### src/include/pwr_pkg.sv
// shared constants and types for the power mode controller
package pwr_pkg;
	localparam logic [7:0] OFF_CTRL     = 8'h00;
	localparam logic [7:0] OFF_MODE     = 8'h04;
	localparam logic [7:0] OFF_RETAIN   = 8'h08;
	localparam logic [7:0] OFF_WAKECFG  = 8'h0c;
	localparam logic [7:0] OFF_STATUS   = 8'h10;
	localparam logic [7:0] OFF_EVENTS   = 8'h14;
	localparam logic [7:0] OFF_INTMASK  = 8'h18;
	localparam logic [7:0] OFF_SUPPLY   = 8'h1c;
	localparam int         NUM_BLOCKS   = 2;
	localparam int         NUM_FUNC     = 8;
	localparam logic [31:0] CMD_OFF     = 32'h00000001;
	// event bit positions
	localparam int EV_WAKE   = 0;
	localparam int EV_POR    = 1;
	localparam int EV_BOR    = 2;
	localparam int EV_PFAIL  = 3;
	localparam int NUM_EV    = 4;
	// reset sequence length and regulator and clock source startup times
	localparam int RST_SEQ_NS   = 100;
	localparam int CLK_NS       = 10;
	localparam int RST_SEQ_CYC  = (RST_SEQ_NS + CLK_NS - 1) / CLK_NS;
	localparam int T1V7_NS      = 200;
	localparam int T1V7_CYC     = (T1V7_NS + CLK_NS - 1) / CLK_NS;
	localparam int T1V2_NS      = 100;
	localparam int T1V2_CYC     = (T1V2_NS + CLK_NS - 1) / CLK_NS;
	localparam int TCLK_NS      = 50;
	localparam int TCLK_CYC     = (TCLK_NS + CLK_NS - 1) / CLK_NS;
	localparam logic [1:0] CLK_HF_RC_OSCILLATOR = 2'h0;
	localparam logic [1:0] CLK_XO16 = 2'h1;
	localparam logic [1:0] CLK_XO32 = 2'h2;
	typedef enum logic [1:0] {
		ST_RESET = 2'b00,
		ST_ON    = 2'b01,
		ST_OFF   = 2'b10
	} pwr_state_e;
endpackage : pwr_pkg

### src/include/res_if.sv
// resource request and ready signals between controller and starter
`timescale 1ns/1ns
interface res_if;
	logic       req_1v7;
	logic       req_1v2;
	logic       req_clk;
	logic [1:0] clk_sel;
	logic       rdy_1v7;
	logic       rdy_1v2;
	logic       rdy_clk;
	modport ctrl (output req_1v7, req_1v2, req_clk, clk_sel, input rdy_1v7, rdy_1v2, rdy_clk);
	modport start (input req_1v7, req_1v2, req_clk, clk_sel, output rdy_1v7, rdy_1v2, rdy_clk);
endinterface : res_if

### src/hdl/res_starter.sv
// startup timers for regulators and clock source
`timescale 1ns/1ns
module res_starter (
	input  wire logic clk_i,    // clock
	input  wire logic rst_i,    // sync reset
	res_if.start      rif       // resource port
);
	import pwr_pkg::*;

	function automatic logic [7:0] step(input logic req, input logic [7:0] c, input int lim);
		if (!req)
			return 8'h00;
		else if (c < 8'(lim))
			return c + 8'h01;
		else
			return c;
	endfunction : step

	logic [7:0] c17_r;
	logic [7:0] c12_r;
	logic [7:0] cck_r;

	always_ff @(posedge clk_i) begin
		if (rst_i) begin
			c17_r <= 8'h00;
			c12_r <= 8'h00;
			cck_r <= 8'h00;
		end else begin
			c17_r <= step(rif.req_1v7, c17_r, T1V7_CYC);
			c12_r <= step(rif.req_1v2 && rif.rdy_1v7, c12_r, T1V2_CYC);
			cck_r <= step(rif.req_clk && rif.rdy_1v2, cck_r, TCLK_CYC);
		end
	end

	assign rif.rdy_1v7 = (c17_r == 8'(T1V7_CYC));
	assign rif.rdy_1v2 = (c12_r == 8'(T1V2_CYC));
	assign rif.rdy_clk = (cck_r == 8'(TCLK_CYC));
endmodule : res_starter

### src/hdl/power_mode_ctrl.sv
// power mode controller: system off/on, sub-modes, retention, supply control
// Summary of operation
// - off entry powers down core, aborts tasks
// - only pin and comparator wake logic responsive when off; here the wishbone registers and por/brownout reset also stay active
// - reset, pin detect, comparator detect wake
// - retain selected 8 kB RAM blocks
// - block is two 4 kB sections
// - each function idles or runs independently
// - low power: power down during sleep
// - cpu wake waits for 1V7 ready
// - tasks wait for needed resources
// - constant latency keeps base set on
// - base set: 1V7, 1V2, one clock
// - buck suspended between radio events
// - linear mode bypasses and disables buck
// - supervisor: por, brownout, power fail
//
// Implementation choices: the register addresses and the Wishbone interface to the registers.
`timescale 1ns/1ns
module power_mode_ctrl (
	input  wire logic                          clk_i,           // clock
	input  wire logic                          rst_i,           // sync reset
	input  wire logic [7:0]                    wb_adr_i,        // wishbone address
	input  wire logic [31:0]                   wb_dat_i,        // write data
	output logic      [31:0]                   wb_dat_o,        // read data
	input  wire logic                          wb_we_i,         // write enable
	input  wire logic [3:0]                    wb_sel_i,        // byte selects
	input  wire logic                          wb_cyc_i,        // cycle
	input  wire logic                          wb_stb_i,        // strobe
	output logic                               wb_ack_o,        // acknowledge
	output logic                               irq_o,           // interrupt level
	input  wire logic                          pin_detect_i,    // pin level detect
	input  wire logic                          comparator_wake_detect_i, // comparator detect
	input  wire logic                          por_i,           // power-on detect
	input  wire logic                          brownout_i,      // brownout detect
	input  wire logic                          pfail_i,         // below fail threshold
	input  wire logic                          cpu_wake_req_i,  // cpu wants to run
	input  wire logic                          task_req_i,      // interconnect task pending
	input  wire logic                          radio_active_i,  // radio event in progress
	input  wire logic [pwr_pkg::NUM_FUNC-1:0]  func_need_i,     // per block function need
	output logic      [pwr_pkg::NUM_FUNC-1:0]  func_run_o,      // per block run
	output logic                               core_pwr_o,      // core power on
	output logic                               task_abort_o,    // abort all tasks pulse
	output logic                               sys_rst_o,       // system reset
	output logic                               cpu_run_o,       // cpu released
	output logic                               task_go_o,       // task may proceed
	output logic                               reg1v7_en_o,     // 1V7 regulator enable
	output logic                               reg1v2_en_o,     // 1V2 regulator enable
	output logic                               hf_rc_oscillator_en_o, // rc clock enable
	output logic                               hf_crystal_16_en_o,    // 16 MHz crystal
	output logic                               hf_crystal_32_en_o,    // 32 MHz crystal
	output logic                               buck_en_o,       // buck running
	output logic                               buck_bypass_o,   // buck bypassed
	output logic                               pin_wake_arm_o,  // pin wake armed
	output logic      [2*pwr_pkg::NUM_BLOCKS-1:0] sect_pwr_o,   // per 4 kB section power
	output logic      [2*pwr_pkg::NUM_BLOCKS-1:0] sect_ret_o    // per section retention
);
	import pwr_pkg::*;

	res_if rif();

	res_starter u_start (
		.clk_i (clk_i),
		.rst_i (rst_i),
		.rif   (rif)
	);

	pwr_state_e         state_r;
	logic [7:0]         seq_cnt_r;
	logic               const_lat_r;
	logic [1:0]         clk_sel_r;
	logic [NUM_BLOCKS-1:0] retain_r;
	logic               wake_pin_en_r;
	logic               wake_cmp_en_r;
	logic               buck_cfg_r;
	logic [NUM_EV-1:0]  ev_r;
	logic [NUM_EV-1:0]  mask_r;
	logic [NUM_EV-1:0]  ev_set;
	logic               wb_req;
	logic               wr_go;
	logic               rd_ev;
	logic               wake_src;
	logic               go_off;
	logic               on_st;
	logic               need_res;
	logic [31:0]        rd_nxt;
	logic [31:0]        mode_w;
	logic               off_nxt;

	function automatic logic [31:0] merge(input logic [31:0] old, input logic [31:0] nw,
			input logic [3:0] sel);
		logic [31:0] r;
		r = old;
		for (int i = 0; i < 4; i++)
			if (sel[i])
				r[i*8 +: 8] = nw[i*8 +: 8];
		return r;
	endfunction : merge

	// one block bit drives both of its 4 kB sections
	function automatic logic [2*NUM_BLOCKS-1:0] both_sect(input logic [NUM_BLOCKS-1:0] blk);
		logic [2*NUM_BLOCKS-1:0] s;
		for (int b = 0; b < NUM_BLOCKS; b++)
			s[2*b +: 2] = {2{blk[b]}};
		return s;
	endfunction : both_sect

	assign mode_w  = merge({29'h0, clk_sel_r, const_lat_r}, wb_dat_i, wb_sel_i);
	assign off_nxt = (state_r == ST_OFF) || go_off;

	assign wb_req = wb_cyc_i && wb_stb_i && !wb_ack_o;
	assign wr_go  = wb_req && wb_we_i;
	assign rd_ev  = wb_req && !wb_we_i && (wb_adr_i == OFF_EVENTS);
	assign on_st  = (state_r == ST_ON);
	assign go_off = on_st && wr_go && (wb_adr_i == OFF_CTRL) && wb_sel_i[0]
		&& (wb_dat_i[0] == CMD_OFF[0]);
	assign wake_src = (wake_pin_en_r && pin_detect_i)
		|| (wake_cmp_en_r && comparator_wake_detect_i);
	// sleep resources: held in constant latency, requested on demand otherwise
	assign need_res = on_st && (const_lat_r || cpu_wake_req_i || task_req_i);

	// power state machine
	always_ff @(posedge clk_i) begin
		if (rst_i || por_i || brownout_i) begin
			state_r   <= ST_RESET;
			seq_cnt_r <= 8'h00;
		end else begin
			unique case (state_r)
				ST_RESET: begin
					if (seq_cnt_r == 8'(RST_SEQ_CYC - 1)) begin
						state_r <= ST_ON;
					end else begin
						seq_cnt_r <= seq_cnt_r + 8'h01;
					end
				end
				ST_ON: begin
					if (go_off) begin
						state_r <= ST_OFF;
					end
				end
				ST_OFF: begin
					if (wake_src) begin
						state_r   <= ST_RESET;
						seq_cnt_r <= 8'h00;
					end
				end
				default: begin
					state_r <= ST_RESET;
				end
			endcase
		end
	end

	// configuration registers; off-state wake enables survive the reset sequence
	always_ff @(posedge clk_i) begin
		if (rst_i) begin
			const_lat_r   <= 1'b0;
			clk_sel_r     <= CLK_HF_RC_OSCILLATOR;
			retain_r      <= '0;
			wake_pin_en_r <= 1'b0;
			wake_cmp_en_r <= 1'b0;
			buck_cfg_r    <= 1'b0;
			mask_r        <= '0;
		end else if (wr_go) begin
			unique case (wb_adr_i)
				OFF_MODE: begin
					const_lat_r <= mode_w[0];
					clk_sel_r   <= (mode_w[2:1] == 2'h3) ? clk_sel_r : mode_w[2:1];
				end
				OFF_RETAIN: begin
					if (wb_sel_i[0])
						retain_r <= wb_dat_i[NUM_BLOCKS-1:0];
				end
				OFF_WAKECFG: begin
					if (wb_sel_i[0]) begin
						wake_pin_en_r <= wb_dat_i[0];
						wake_cmp_en_r <= wb_dat_i[1];
					end
				end
				OFF_INTMASK: begin
					if (wb_sel_i[0])
						mask_r <= wb_dat_i[NUM_EV-1:0];
				end
				OFF_SUPPLY: begin
					if (wb_sel_i[0])
						buck_cfg_r <= wb_dat_i[0];
				end
				default: begin
				end
			endcase
		end
	end

	// sticky events, set wins over read-clear
	always_comb begin
		ev_set = '0;
		ev_set[EV_WAKE]  = (state_r == ST_OFF) && wake_src;
		ev_set[EV_POR]   = por_i;
		ev_set[EV_BOR]   = brownout_i;
		ev_set[EV_PFAIL] = pfail_i;
	end

	always_ff @(posedge clk_i) begin
		if (rst_i) begin
			ev_r <= '0;
		end else begin
			ev_r <= (rd_ev ? '0 : ev_r) | ev_set;
		end
	end

	always_ff @(posedge clk_i) begin
		if (rst_i) begin
			irq_o <= 1'b0;
		end else begin
			irq_o <= |(((rd_ev ? '0 : ev_r) | ev_set) & mask_r);
		end
	end

	// wishbone read data and single-cycle ack
	always_comb begin
		rd_nxt = 32'h0;
		unique case (wb_adr_i)
			OFF_CTRL:    rd_nxt = 32'h0;
			OFF_MODE:    rd_nxt = {29'h0, clk_sel_r, const_lat_r};
			OFF_RETAIN:  rd_nxt = {30'h0, retain_r};
			OFF_WAKECFG: rd_nxt = {30'h0, wake_cmp_en_r, wake_pin_en_r};
			OFF_STATUS:  rd_nxt = {26'h0, rif.rdy_clk, rif.rdy_1v2, rif.rdy_1v7, pfail_i,
				state_r};
			OFF_EVENTS:  rd_nxt = {28'h0, ev_r};
			OFF_INTMASK: rd_nxt = {28'h0, mask_r};
			OFF_SUPPLY:  rd_nxt = {31'h0, buck_cfg_r};
			default:     rd_nxt = 32'h0;
		endcase
	end

	always_ff @(posedge clk_i) begin
		if (rst_i) begin
			wb_ack_o <= 1'b0;
			wb_dat_o <= 32'h0;
		end else begin
			wb_ack_o <= wb_req;
			wb_dat_o <= (wb_req && !wb_we_i) ? rd_nxt : 32'h0;
		end
	end

	assign rif.req_1v7 = need_res;
	assign rif.req_1v2 = need_res && (const_lat_r || task_req_i);
	assign rif.req_clk = need_res && (const_lat_r || task_req_i);
	assign rif.clk_sel = clk_sel_r;

	// outputs toward cpu, peripherals, regulators, oscillators and ram
	always_ff @(posedge clk_i) begin
		if (rst_i) begin
			func_run_o            <= '0;
			core_pwr_o            <= 1'b0;
			task_abort_o          <= 1'b0;
			sys_rst_o             <= 1'b1;
			cpu_run_o             <= 1'b0;
			task_go_o             <= 1'b0;
			reg1v7_en_o           <= 1'b0;
			reg1v2_en_o           <= 1'b0;
			hf_rc_oscillator_en_o <= 1'b0;
			hf_crystal_16_en_o    <= 1'b0;
			hf_crystal_32_en_o    <= 1'b0;
			buck_en_o             <= 1'b0;
			buck_bypass_o         <= 1'b1;
			pin_wake_arm_o        <= 1'b0;
			sect_pwr_o            <= '0;
			sect_ret_o            <= '0;
		end else begin
			func_run_o     <= on_st ? func_need_i : '0;
			core_pwr_o     <= (state_r != ST_OFF) && !go_off;
			task_abort_o   <= go_off;
			sys_rst_o      <= (state_r == ST_RESET);
			cpu_run_o      <= on_st && cpu_wake_req_i && rif.rdy_1v7;
			task_go_o      <= on_st && task_req_i && rif.rdy_1v7 && rif.rdy_1v2
				&& rif.rdy_clk;
			reg1v7_en_o    <= rif.req_1v7;
			reg1v2_en_o    <= rif.req_1v2;
			hf_rc_oscillator_en_o <= rif.req_clk && (clk_sel_r == CLK_HF_RC_OSCILLATOR);
			hf_crystal_16_en_o    <= rif.req_clk && (clk_sel_r == CLK_XO16);
			hf_crystal_32_en_o    <= rif.req_clk && (clk_sel_r == CLK_XO32);
			buck_en_o      <= buck_cfg_r && on_st && radio_active_i;
			buck_bypass_o  <= !buck_cfg_r;
			pin_wake_arm_o <= (state_r == ST_OFF) || go_off;
			sect_pwr_o     <= both_sect(retain_r | {NUM_BLOCKS{!off_nxt}});
			sect_ret_o     <= both_sect(retain_r & {NUM_BLOCKS{off_nxt}});
		end
	end

	a_cpu_gate: assert property (@(posedge clk_i) disable iff (rst_i)
		cpu_run_o |-> $past(rif.rdy_1v7))
		else $error("cpu released before 1V7 ready");
	a_task_gate: assert property (@(posedge clk_i) disable iff (rst_i)
		task_go_o |-> $past(rif.rdy_1v2 && rif.rdy_clk))
		else $error("task released before resources ready");
	a_off_abort: assert property (@(posedge clk_i) disable iff (rst_i)
		go_off |=> task_abort_o && !core_pwr_o)
		else $error("off entry did not abort and power down");
	a_wake_reset: assert property (@(posedge clk_i) disable iff (rst_i || por_i || brownout_i)
		(state_r == ST_OFF && wake_src) |=> ##1 sys_rst_o)
		else $error("wake did not start reset sequence");
	a_off_quiet: assert property (@(posedge clk_i) disable iff (rst_i)
		($past(state_r) == ST_OFF && state_r == ST_OFF) |-> !cpu_run_o && func_run_o == '0)
		else $error("activity while off");
	a_bypass_sel: assert property (@(posedge clk_i) disable iff (rst_i)
		!buck_cfg_r |=> buck_bypass_o && !buck_en_o)
		else $error("buck not bypassed in linear mode");
	a_const_base: assert property (@(posedge clk_i) disable iff (rst_i)
		(on_st && const_lat_r) |=> reg1v7_en_o && reg1v2_en_o)
		else $error("base set dropped in constant latency");
	a_one_clock: assert property (@(posedge clk_i) disable iff (rst_i)
		$onehot0({hf_rc_oscillator_en_o, hf_crystal_16_en_o, hf_crystal_32_en_o}))
		else $error("more than one clock source on");
	a_retain_kept: assert property (@(posedge clk_i) disable iff (rst_i)
		($past(state_r) == ST_OFF && state_r == ST_OFF)
		|-> sect_pwr_o == both_sect($past(retain_r)) && sect_ret_o == both_sect($past(retain_r)))
		else $error("retention power wrong");
endmodule : power_mode_ctrl

### config.mk
export PLATFORM = sky130hd
export DESIGN_NAME = power_mode_ctrl
export DESIGN_NICKNAME = d
export VERILOG_FILES = /design/src/include/pwr_pkg.sv /design/src/include/res_if.sv /design/src/hdl/res_starter.sv /design/src/hdl/power_mode_ctrl.sv
export SDC_FILE = /design/constraint.sdc
export NUM_CORES = 1
export LEC_CHECK = 0
export BUFFER_PORTS_ARGS = -buffer_cell sky130_fd_sc_hd__buf_2
export CORE_UTILIZATION = 40
export DETAILED_ROUTE_END_ITERATION = 10
export GPL_TIMING_DRIVEN = 0
export PLACE_DENSITY = 0.66
export SYNTH_ARGS = -nofsm -noshare
export SYNTH_HDL_FRONTEND = slang
export SYNTH_SLANG_ARGS = --single-unit
### constraint.sdc
create_clock -name clk_i -period 2 [get_ports clk_i]
set_input_delay 0.4 -clock clk_i [delete_from_list [all_inputs] [get_ports clk_i]]
set_output_delay 0.4 -clock clk_i [all_outputs]
set_load 0.005 [all_outputs]
==> results of run 1 <==
## flip-flops by register name, summed over array words and instances (netlist names), 4 cells and up
| register | count |
|---|---|
| mask_r | 4 |
| func_run_o | 8 |
| seq_cnt_r | 8 |
| u_start.c17_r | 8 |
| wb_dat_o | 6 |
| ev_r | 4 |
| u_start.c12_r | 8 |
| u_start.cck_r | 8 |
## final timing paths
| kind | end | slack [ns] | cells past startpoint |
|---|---|---|---|
| worst max-delay path | seq_cnt_r[1]$_SDFFE_PP0P_ | 0.16 | 5 |
| worst min-delay path | func_run_o[4]$_SDFF_PP0_ | 0.24 | 2 |
| worst max register to register | seq_cnt_r[1]$_SDFFE_PP0P_ | 0.16 | 5 |
| worst min register to register | buck_bypass_o$_SDFF_PP1_ | 0.45 | 1 |
## through the flow
step	std cells	utilization, %	worst slack [ns]
2_1_floorplan	409	-	0.304
3_3_place_gp	587	48.0	-0.0995
3_5_place_dp	587	48.0	-0.163
4_1_cts	603	50.4	0.156
5_1_grt	603	50.5	0.0149
6_report	603	50.5	0.157
## area by class of cell
cell class / instances / area, µm² / share of cell area (%)
multi-input combinational: 266 / 1710 / 38.9
timing repair buffer: 70 / 350 / 7.95
clock inverter: 5 / 62.6 / 1.42
inverter: 17 / 63.8 / 1.45
buffer: 43 / 277 / 6.28
tap: 108 / 135 / 3.07
clock buffer: 11 / 141 / 3.21
sequential: 83 / 1660 / 37.7
## worst register-to-register path: stages (launching register included)
cell and delay (ns):
dfxtp_1 0.40, ha_1 0.17, or4b_4 0.47, o31a_1 0.33, mux2_1 0.32, nor2_1 0.08
## logic make-up (layout without fill, tap and decap cells)
kind of cell	after synthesis	after routing	synth area share, %
adder cells (fa/ha/maj)	9	9	3.12
AO/OA/AOI/OAI	53	53	10.0
multiplexers	16	16	4.57
flip-flops	83	83	46.0
buffers and inverters	60	146	9.42
XOR/XNOR	11	11	2.67
AND/OR/NAND/NOR	151	151	24.1
other	1	26	0.104
## routing by layer
layer / part of all wire [%] / track usage [%]
met1: 46 / 20.5
met2: 49 / 28.7
met3: 4.0 / 3.18
met4: 1.1 / 7.23
met5: 0 / 0
## cell usage after synthesis (4+ instances only)
library cell  instances
ha_1                  9
nand4_1               7
xnor2_1               9
buf_4                30
nor4bb_1              4
nor4_1                5
and4b_1               5
nand3_1               7
o21ai_0               9
clkbuf_1              9
inv_1                17
nor3_1                7
nand2_1              16
mux2i_1              12
nor2_1               43
nand2b_1              5
dfxtp_1              83
and3_1                8
nor2b_1               8
and2_1               13
a21oi_1              18
nand4b_1              5
## power breakdown
part	switching, mW	internal [mW]	total (mW)
logic	0.0890	0.0915	0.181
registers	0.00683	1.66	1.67
clock network	0.598	0.616	1.21
## timing repair
item                       CTS  global route
buffers inserted             0             0
setup endpoints to repair    1             8
gates resized for setup      1             1
gates cloned                 0             0
==> metrics.md, run 1 <==
| Metric | Value |
|---|---|
| NumNets Final | 564 |
| Hold Vio Cnt, Final | 0 |
| Grt total ovfl | 0 |
| CP max FO | 5 |
| Synthesized flop and latch total | 83 |
| Area Growth Syn to Fin | 22.0% |
| Clk buf depth | 2 |
| TritonCTS clock tree | yes |
| H-tree depth | 3 |
| Crit path max-delay family | simple AND/OR/NAND/NOR gates |
| I/O Buffers | 70 |
| Critical path, cell by cell | ha_1 -> or4b_4 -> o31a_1 -> mux2_1 -> nor2_1 |
| Synth top area cells | dfxtp_1 (46%), buf_4 (6.2%), nor2_1 (4.5%) |
| Bufs and invs on worst path | 0 |
| Delay of the slowest critical-path stage | between 0.4 and 0.5 ns |
| Worst-Margin Slew | 0.722 ns |
| Startpoint types | flip-flop |
| Starting Density | 41.4% |
| Via count | about 2900 |
| R2r startpoint | seq_cnt_r[0]$_SDFFE_PP0P_ |
| Relative slew slack | 51.4% |
| Routed wire per std cell | approximately 13 µm |
| Peak supply drop | between 0.3 and 0.4 mV |
| Hold Crit Class | input port to flip-flop |
| Post-DP HPWL | between 5 and 6 mm |
| Most common flop cell mapped by yosys | dfxtp_1 |
| Final setup viols | 0 |
| Yosys cell types | 53 |
| CTS Sinks | 83 |
| Vias in the first global route | 2728 |
| Fill cell count | ~860 |
| First-pass GRT wire length | ~13 mm |
| Worst hold start | func_need_i[4] |
| Clock latency at the later pin of the worst-skew pair | 0.35 ns |
| Layout cells sized above 1 | around a quarter |
| Worst endpoint required time | roughly 2.3 ns |
| CTS buffer count | 9 |
| Ys Warns | 0 |
| GP Congestion | 0.884 |
| Tmin final | 1.84 ns |
| Commonest non-fill, non-tap cells in the layout | dfxtp_1 (83), buf_2 (72), nor2_1 (43) |
| Unrepaired setup endpoints after global routing | no |
| Leak | around 2 nW |
| Post-layout power | about 3.1 mW |
| Pre-Repair DR Iteration Count | 4 |
| WHS | about 0.24 ns |
| Crit share post-route | between 90 and 100% |
| Setup TNS after final layout | 0 ns |
| Placement Cell Area | 4190 µm² |
| Run status | completed |
| Post-synth ARST share | 0% |
| Synth top area share | a little under half |
| Hold Buf Count CTS | 0 |
| Final instance area | roughly 4400 µm² |
| Initial antenna violation count | 0 |
| Worst clock skew | a little under 0.01 ns |
| Tot GR Track Use | around 17% |
| Post-DRT Antenna Nets | 0 |
| EDFF count, synth | 0 |
| Root Buffer | clkbuf_8 |
| # DRC | 0 |
| Die Span Y | a little under 100 µm |
| Io pins | between 100 and 150 |
| Drt initial violations | between 150 and 200 |
| Die area | about 9400 µm² |
| Total wire length | between 7 and 8 mm |
| Crit path arrival time | between 2 and 2.5 ns |
| Synth Instances | about 380 |
| Max-Cap Viols | 0 |
| Crit Path Category | flip-flop to flip-flop |
| Commonest non-fill, non-tap cell in the layout | dfxtp_1 |
| ANT cells | 0 |
| Mean area per synthesized cell | about 9.4 µm² |
| Clock-pin slew on the worst setup and hold paths | ~0.09 ns |
| Vias per inst | around 4.8 |
| Largest net degree at the start of global routing | 15 |
| Pwr Density | about 700 nW/µm² |
| Netlist Area Pre-Place | ~3600 µm² |
| Critical path capture point type | flip-flop |
| Die X | roughly 97 µm |
| Cell accounting for the most synthesized area | dfxtp_1 |
| Launch point of the critical path | seq_cnt_r[0]$_SDFFE_PP0P_ |
| Post-synthesis sequential area ratio | a little under half |
| Fmax | approximately 540 MHz |
| Slew Limit Fails | 0 |
| Core Area | ~8700 µm² |
| CP max-delay cell | or4b_4 |
| Row count | 34 |
(Power assumes the default switching activity.)
==> run 2, diff against run 1 <==
RECOVER_POWER = 50   (was unset)
==> metrics.md, run 2 (synthesis results as in run 1) <==
| Metric | Value |
|---|---|
| Run status | completed |
| Worst-Margin Slew | 0.722 ns |
| Worst hold start | func_need_i[4] |
| Fill cell count | between 800 and 900 |
| Worst hold stages | 2 |
| Final setup viols | 0 |
| Hold Buf Count CTS | 0 |
| TritonCTS clock tree | yes |
| # DRC | 0 |
| Hold Crit Class | input port to flip-flop |
| Sw Ratio | 22.7% |
| Via count | around 3000 |
| Relative slew slack | approximately half |
| Starting Density | 41.4% |
| Pwr Density | between 600 and 700 nW/µm² |
| Grt total ovfl | 0 |
| CTS Sinks | 83 |
| Pint | around 2.4 mW |
| Place WS | -0.163 ns |
| Clk buf depth | 2 |
| WHS | around 0.24 ns |
| Root Buffer | clkbuf_8 |
| Routed wire per std cell | 13.0 µm |
| Critical path capture point type | flip-flop |
| Clock latency at the later pin of the worst-skew pair | 0.35 ns |
| Worst clock skew | between 0.01 and 0.015 ns |
| Worst endpoint required time | 2.28 ns |
| Post-DP HPWL | roughly 6.0 mm |
| Total wire length | slightly below 8 mm |
| Die X | between 90 and 100 µm |
| Unrepaired setup endpoints after global routing | no |
| FF-to-FF path depth | 5 |
| Hold Path End | func_run_o[4]$_SDFF_PP0_ |
| GP Congestion | approximately 0.88 |
| Tot GR Track Use | approximately 17% |
| Io pins | 128 |
| Die area | between 9000 and 10000 µm² |
| Area Growth Syn to Fin | 21.6% |
| Crit Path Category | flip-flop to flip-flop |
| First-pass GRT wire length | about 13 mm |
| Commonest non-fill, non-tap cell in the layout | dfxtp_1 |
| Post-DRT Antenna Nets | 0 |
| Multi-input logic area | around 1700 µm² |
| Max-Cap Viols | 0 |
| Layout Cells excl Fill | between 600 and 700 |
| Vias in the first global route | roughly 2700 |
| Clock Power Share | between 30% and 40% |
| Core Area | slightly below 9000 µm² |
| ANT cells | 0 |
| H-tree depth | 3 |
| Clock-pin slew on the worst setup and hold paths | approximately 0.090 ns |
| Crit share post-route | about 92% |
| Slew Limit Fails | 0 |
| Logic pwr share | under 10% |
| R2r startpoint | seq_cnt_r[0]$_SDFFE_PP0P_ |
| Peak supply drop | 0.339 mV |
| Post-route setup slack | 0.158 ns |
| CTS buffer count | 9 |
| Hold Vio Cnt, Final | 0 |
| Worst R2R Setup Slack | ~0.16 ns |
| I/O Buffers | 70 |
| Die Span Y | between 90 and 100 µm |
| Tmin final | between 1.5 and 2 ns |
| Largest net degree at the start of global routing | 15 |
| Placed Cells | approximately 590 |
| Crit path arrival time | approximately 2.1 ns |
| Startpoint types | flip-flop |
| CP max FO | 5 |
| Leak | around 1.9 nW |
| Pre-Repair DR Iteration Count | 4 |
| FF+latch area | between 1500 and 2000 µm² |
| Drt initial violations | about 160 |
| NumNets Final | 564 |
| Layout cells sized above 1 | between 20% and 30% |
| Flop pwr share | approximately 55% |
| Row count | 34 |
| Fmax | roughly 540 MHz |
| Commonest non-fill, non-tap cells in the layout | dfxtp_1 (83), buf_2 (60), nor2_1 (43) |
| Vias per inst | 4.86 |
| Initial antenna violation count | 0 |
| Reg-to-Reg End | seq_cnt_r[1]$_SDFFE_PP0P_ |
| Switch Pwr | 0.694 mW |
[run 2: cell types whose count changed in the layout (fill, tap and decap cells not counted)]
cell | before | now
buf_2 | 72 | 60
clkbuf_1 | 10 | 22
and2_0 | 0 | 4
and2_1 | 13 | 9
buf_4 | 30 | 26
clkbuf_4 | 0 | 4
[run 2: worst max-delay path by stage]
stage | end | cells after the start | startpoint
finish | seq_cnt_r[1]$_SDFFE_PP0P_ | 5 | seq_cnt_r[0]$_SDFFE_PP0P_
floorplan | seq_cnt_r[0]$_SDFFE_PP0P_ | 5 | seq_cnt_r[0]$_SDFFE_PP0P_
global placement | u_start.c17_r[1]$_SDFFE_PP0N_ | 6 | rst_i
global route | u_start.c17_r[4]$_SDFFE_PP0N_ | 4 | const_lat_r$_SDFFE_PP0P_
detailed placement | u_start.c17_r[1]$_SDFFE_PP0N_ | 6 | rst_i
CTS | u_start.cck_r[3]$_SDFFE_PP0N_ | 4 | u_start.c12_r[4]$_SDFFE_PP0N_
[run 2: per-layer routing]
| layer | vias to the layer above | track usage [%] | share of wire [%] |
|---|---|---|---|
| met5 | - | 0 | 0 |
| met3 | 10 | 3.18 | 3.6 |
| met2 | 76 | 28.7 | 48 |
| li1 | 1507 | - | - |
| met1 | 1336 | 20.5 | 47 |
| met4 | 0 | 7.23 | 1.3 |
[run 2: power by group through the flow]
stage	clock [mW]	sequential [mW]	combinational [mW]
finish	1.21	1.67	0.180
global route	1.32	1.67	0.199
CTS	1.25	1.67	0.179
detailed placement	0	1.71	0.178
global placement	0	1.71	0.178
floorplan	0	1.70	0.110
[run 2: stage by stage]
step / utilization (%) / power (mW) / area (µm²) / TNS, ns
CTS: 50.4 / 3.10 / 4400 / 0
global route: 50.3 / 3.18 / 4390 / 0
global placement: 48.0 / 1.88 / 4190 / -0.602
floorplan: - / 1.82 / 3700 / 0
detailed placement: 48.0 / 1.88 / 4190 / -1.29
finish: 50.3 / 3.06 / 4390 / 0
[run 2: worst max-delay path, stage by stage (launching register included)]
cell     delay [ns]
dfxtp_1        0.40
ha_1           0.17
or4b_4         0.47
o31a_1         0.33
mux2_1         0.32
nor2_1         0.08
[run 2: area by class of cell]
type | instances | share of cell area, %
multi-input combinational | 266 | 39.0
sequential | 83 | 37.8
timing repair buffer | 70 | 7.64
buffer | 43 | 6.30
clock buffer | 11 | 3.22
tap | 108 | 3.08
inverter | 17 | 1.45
clock inverter | 5 | 1.42
[run 2: repair_timing]
action,CTS,global route
buffers inserted,0,0
endpoints found under the hold margin,0,0
resized for setup,1,1
endpoints found under the setup margin,1,8
pin swaps,0,0
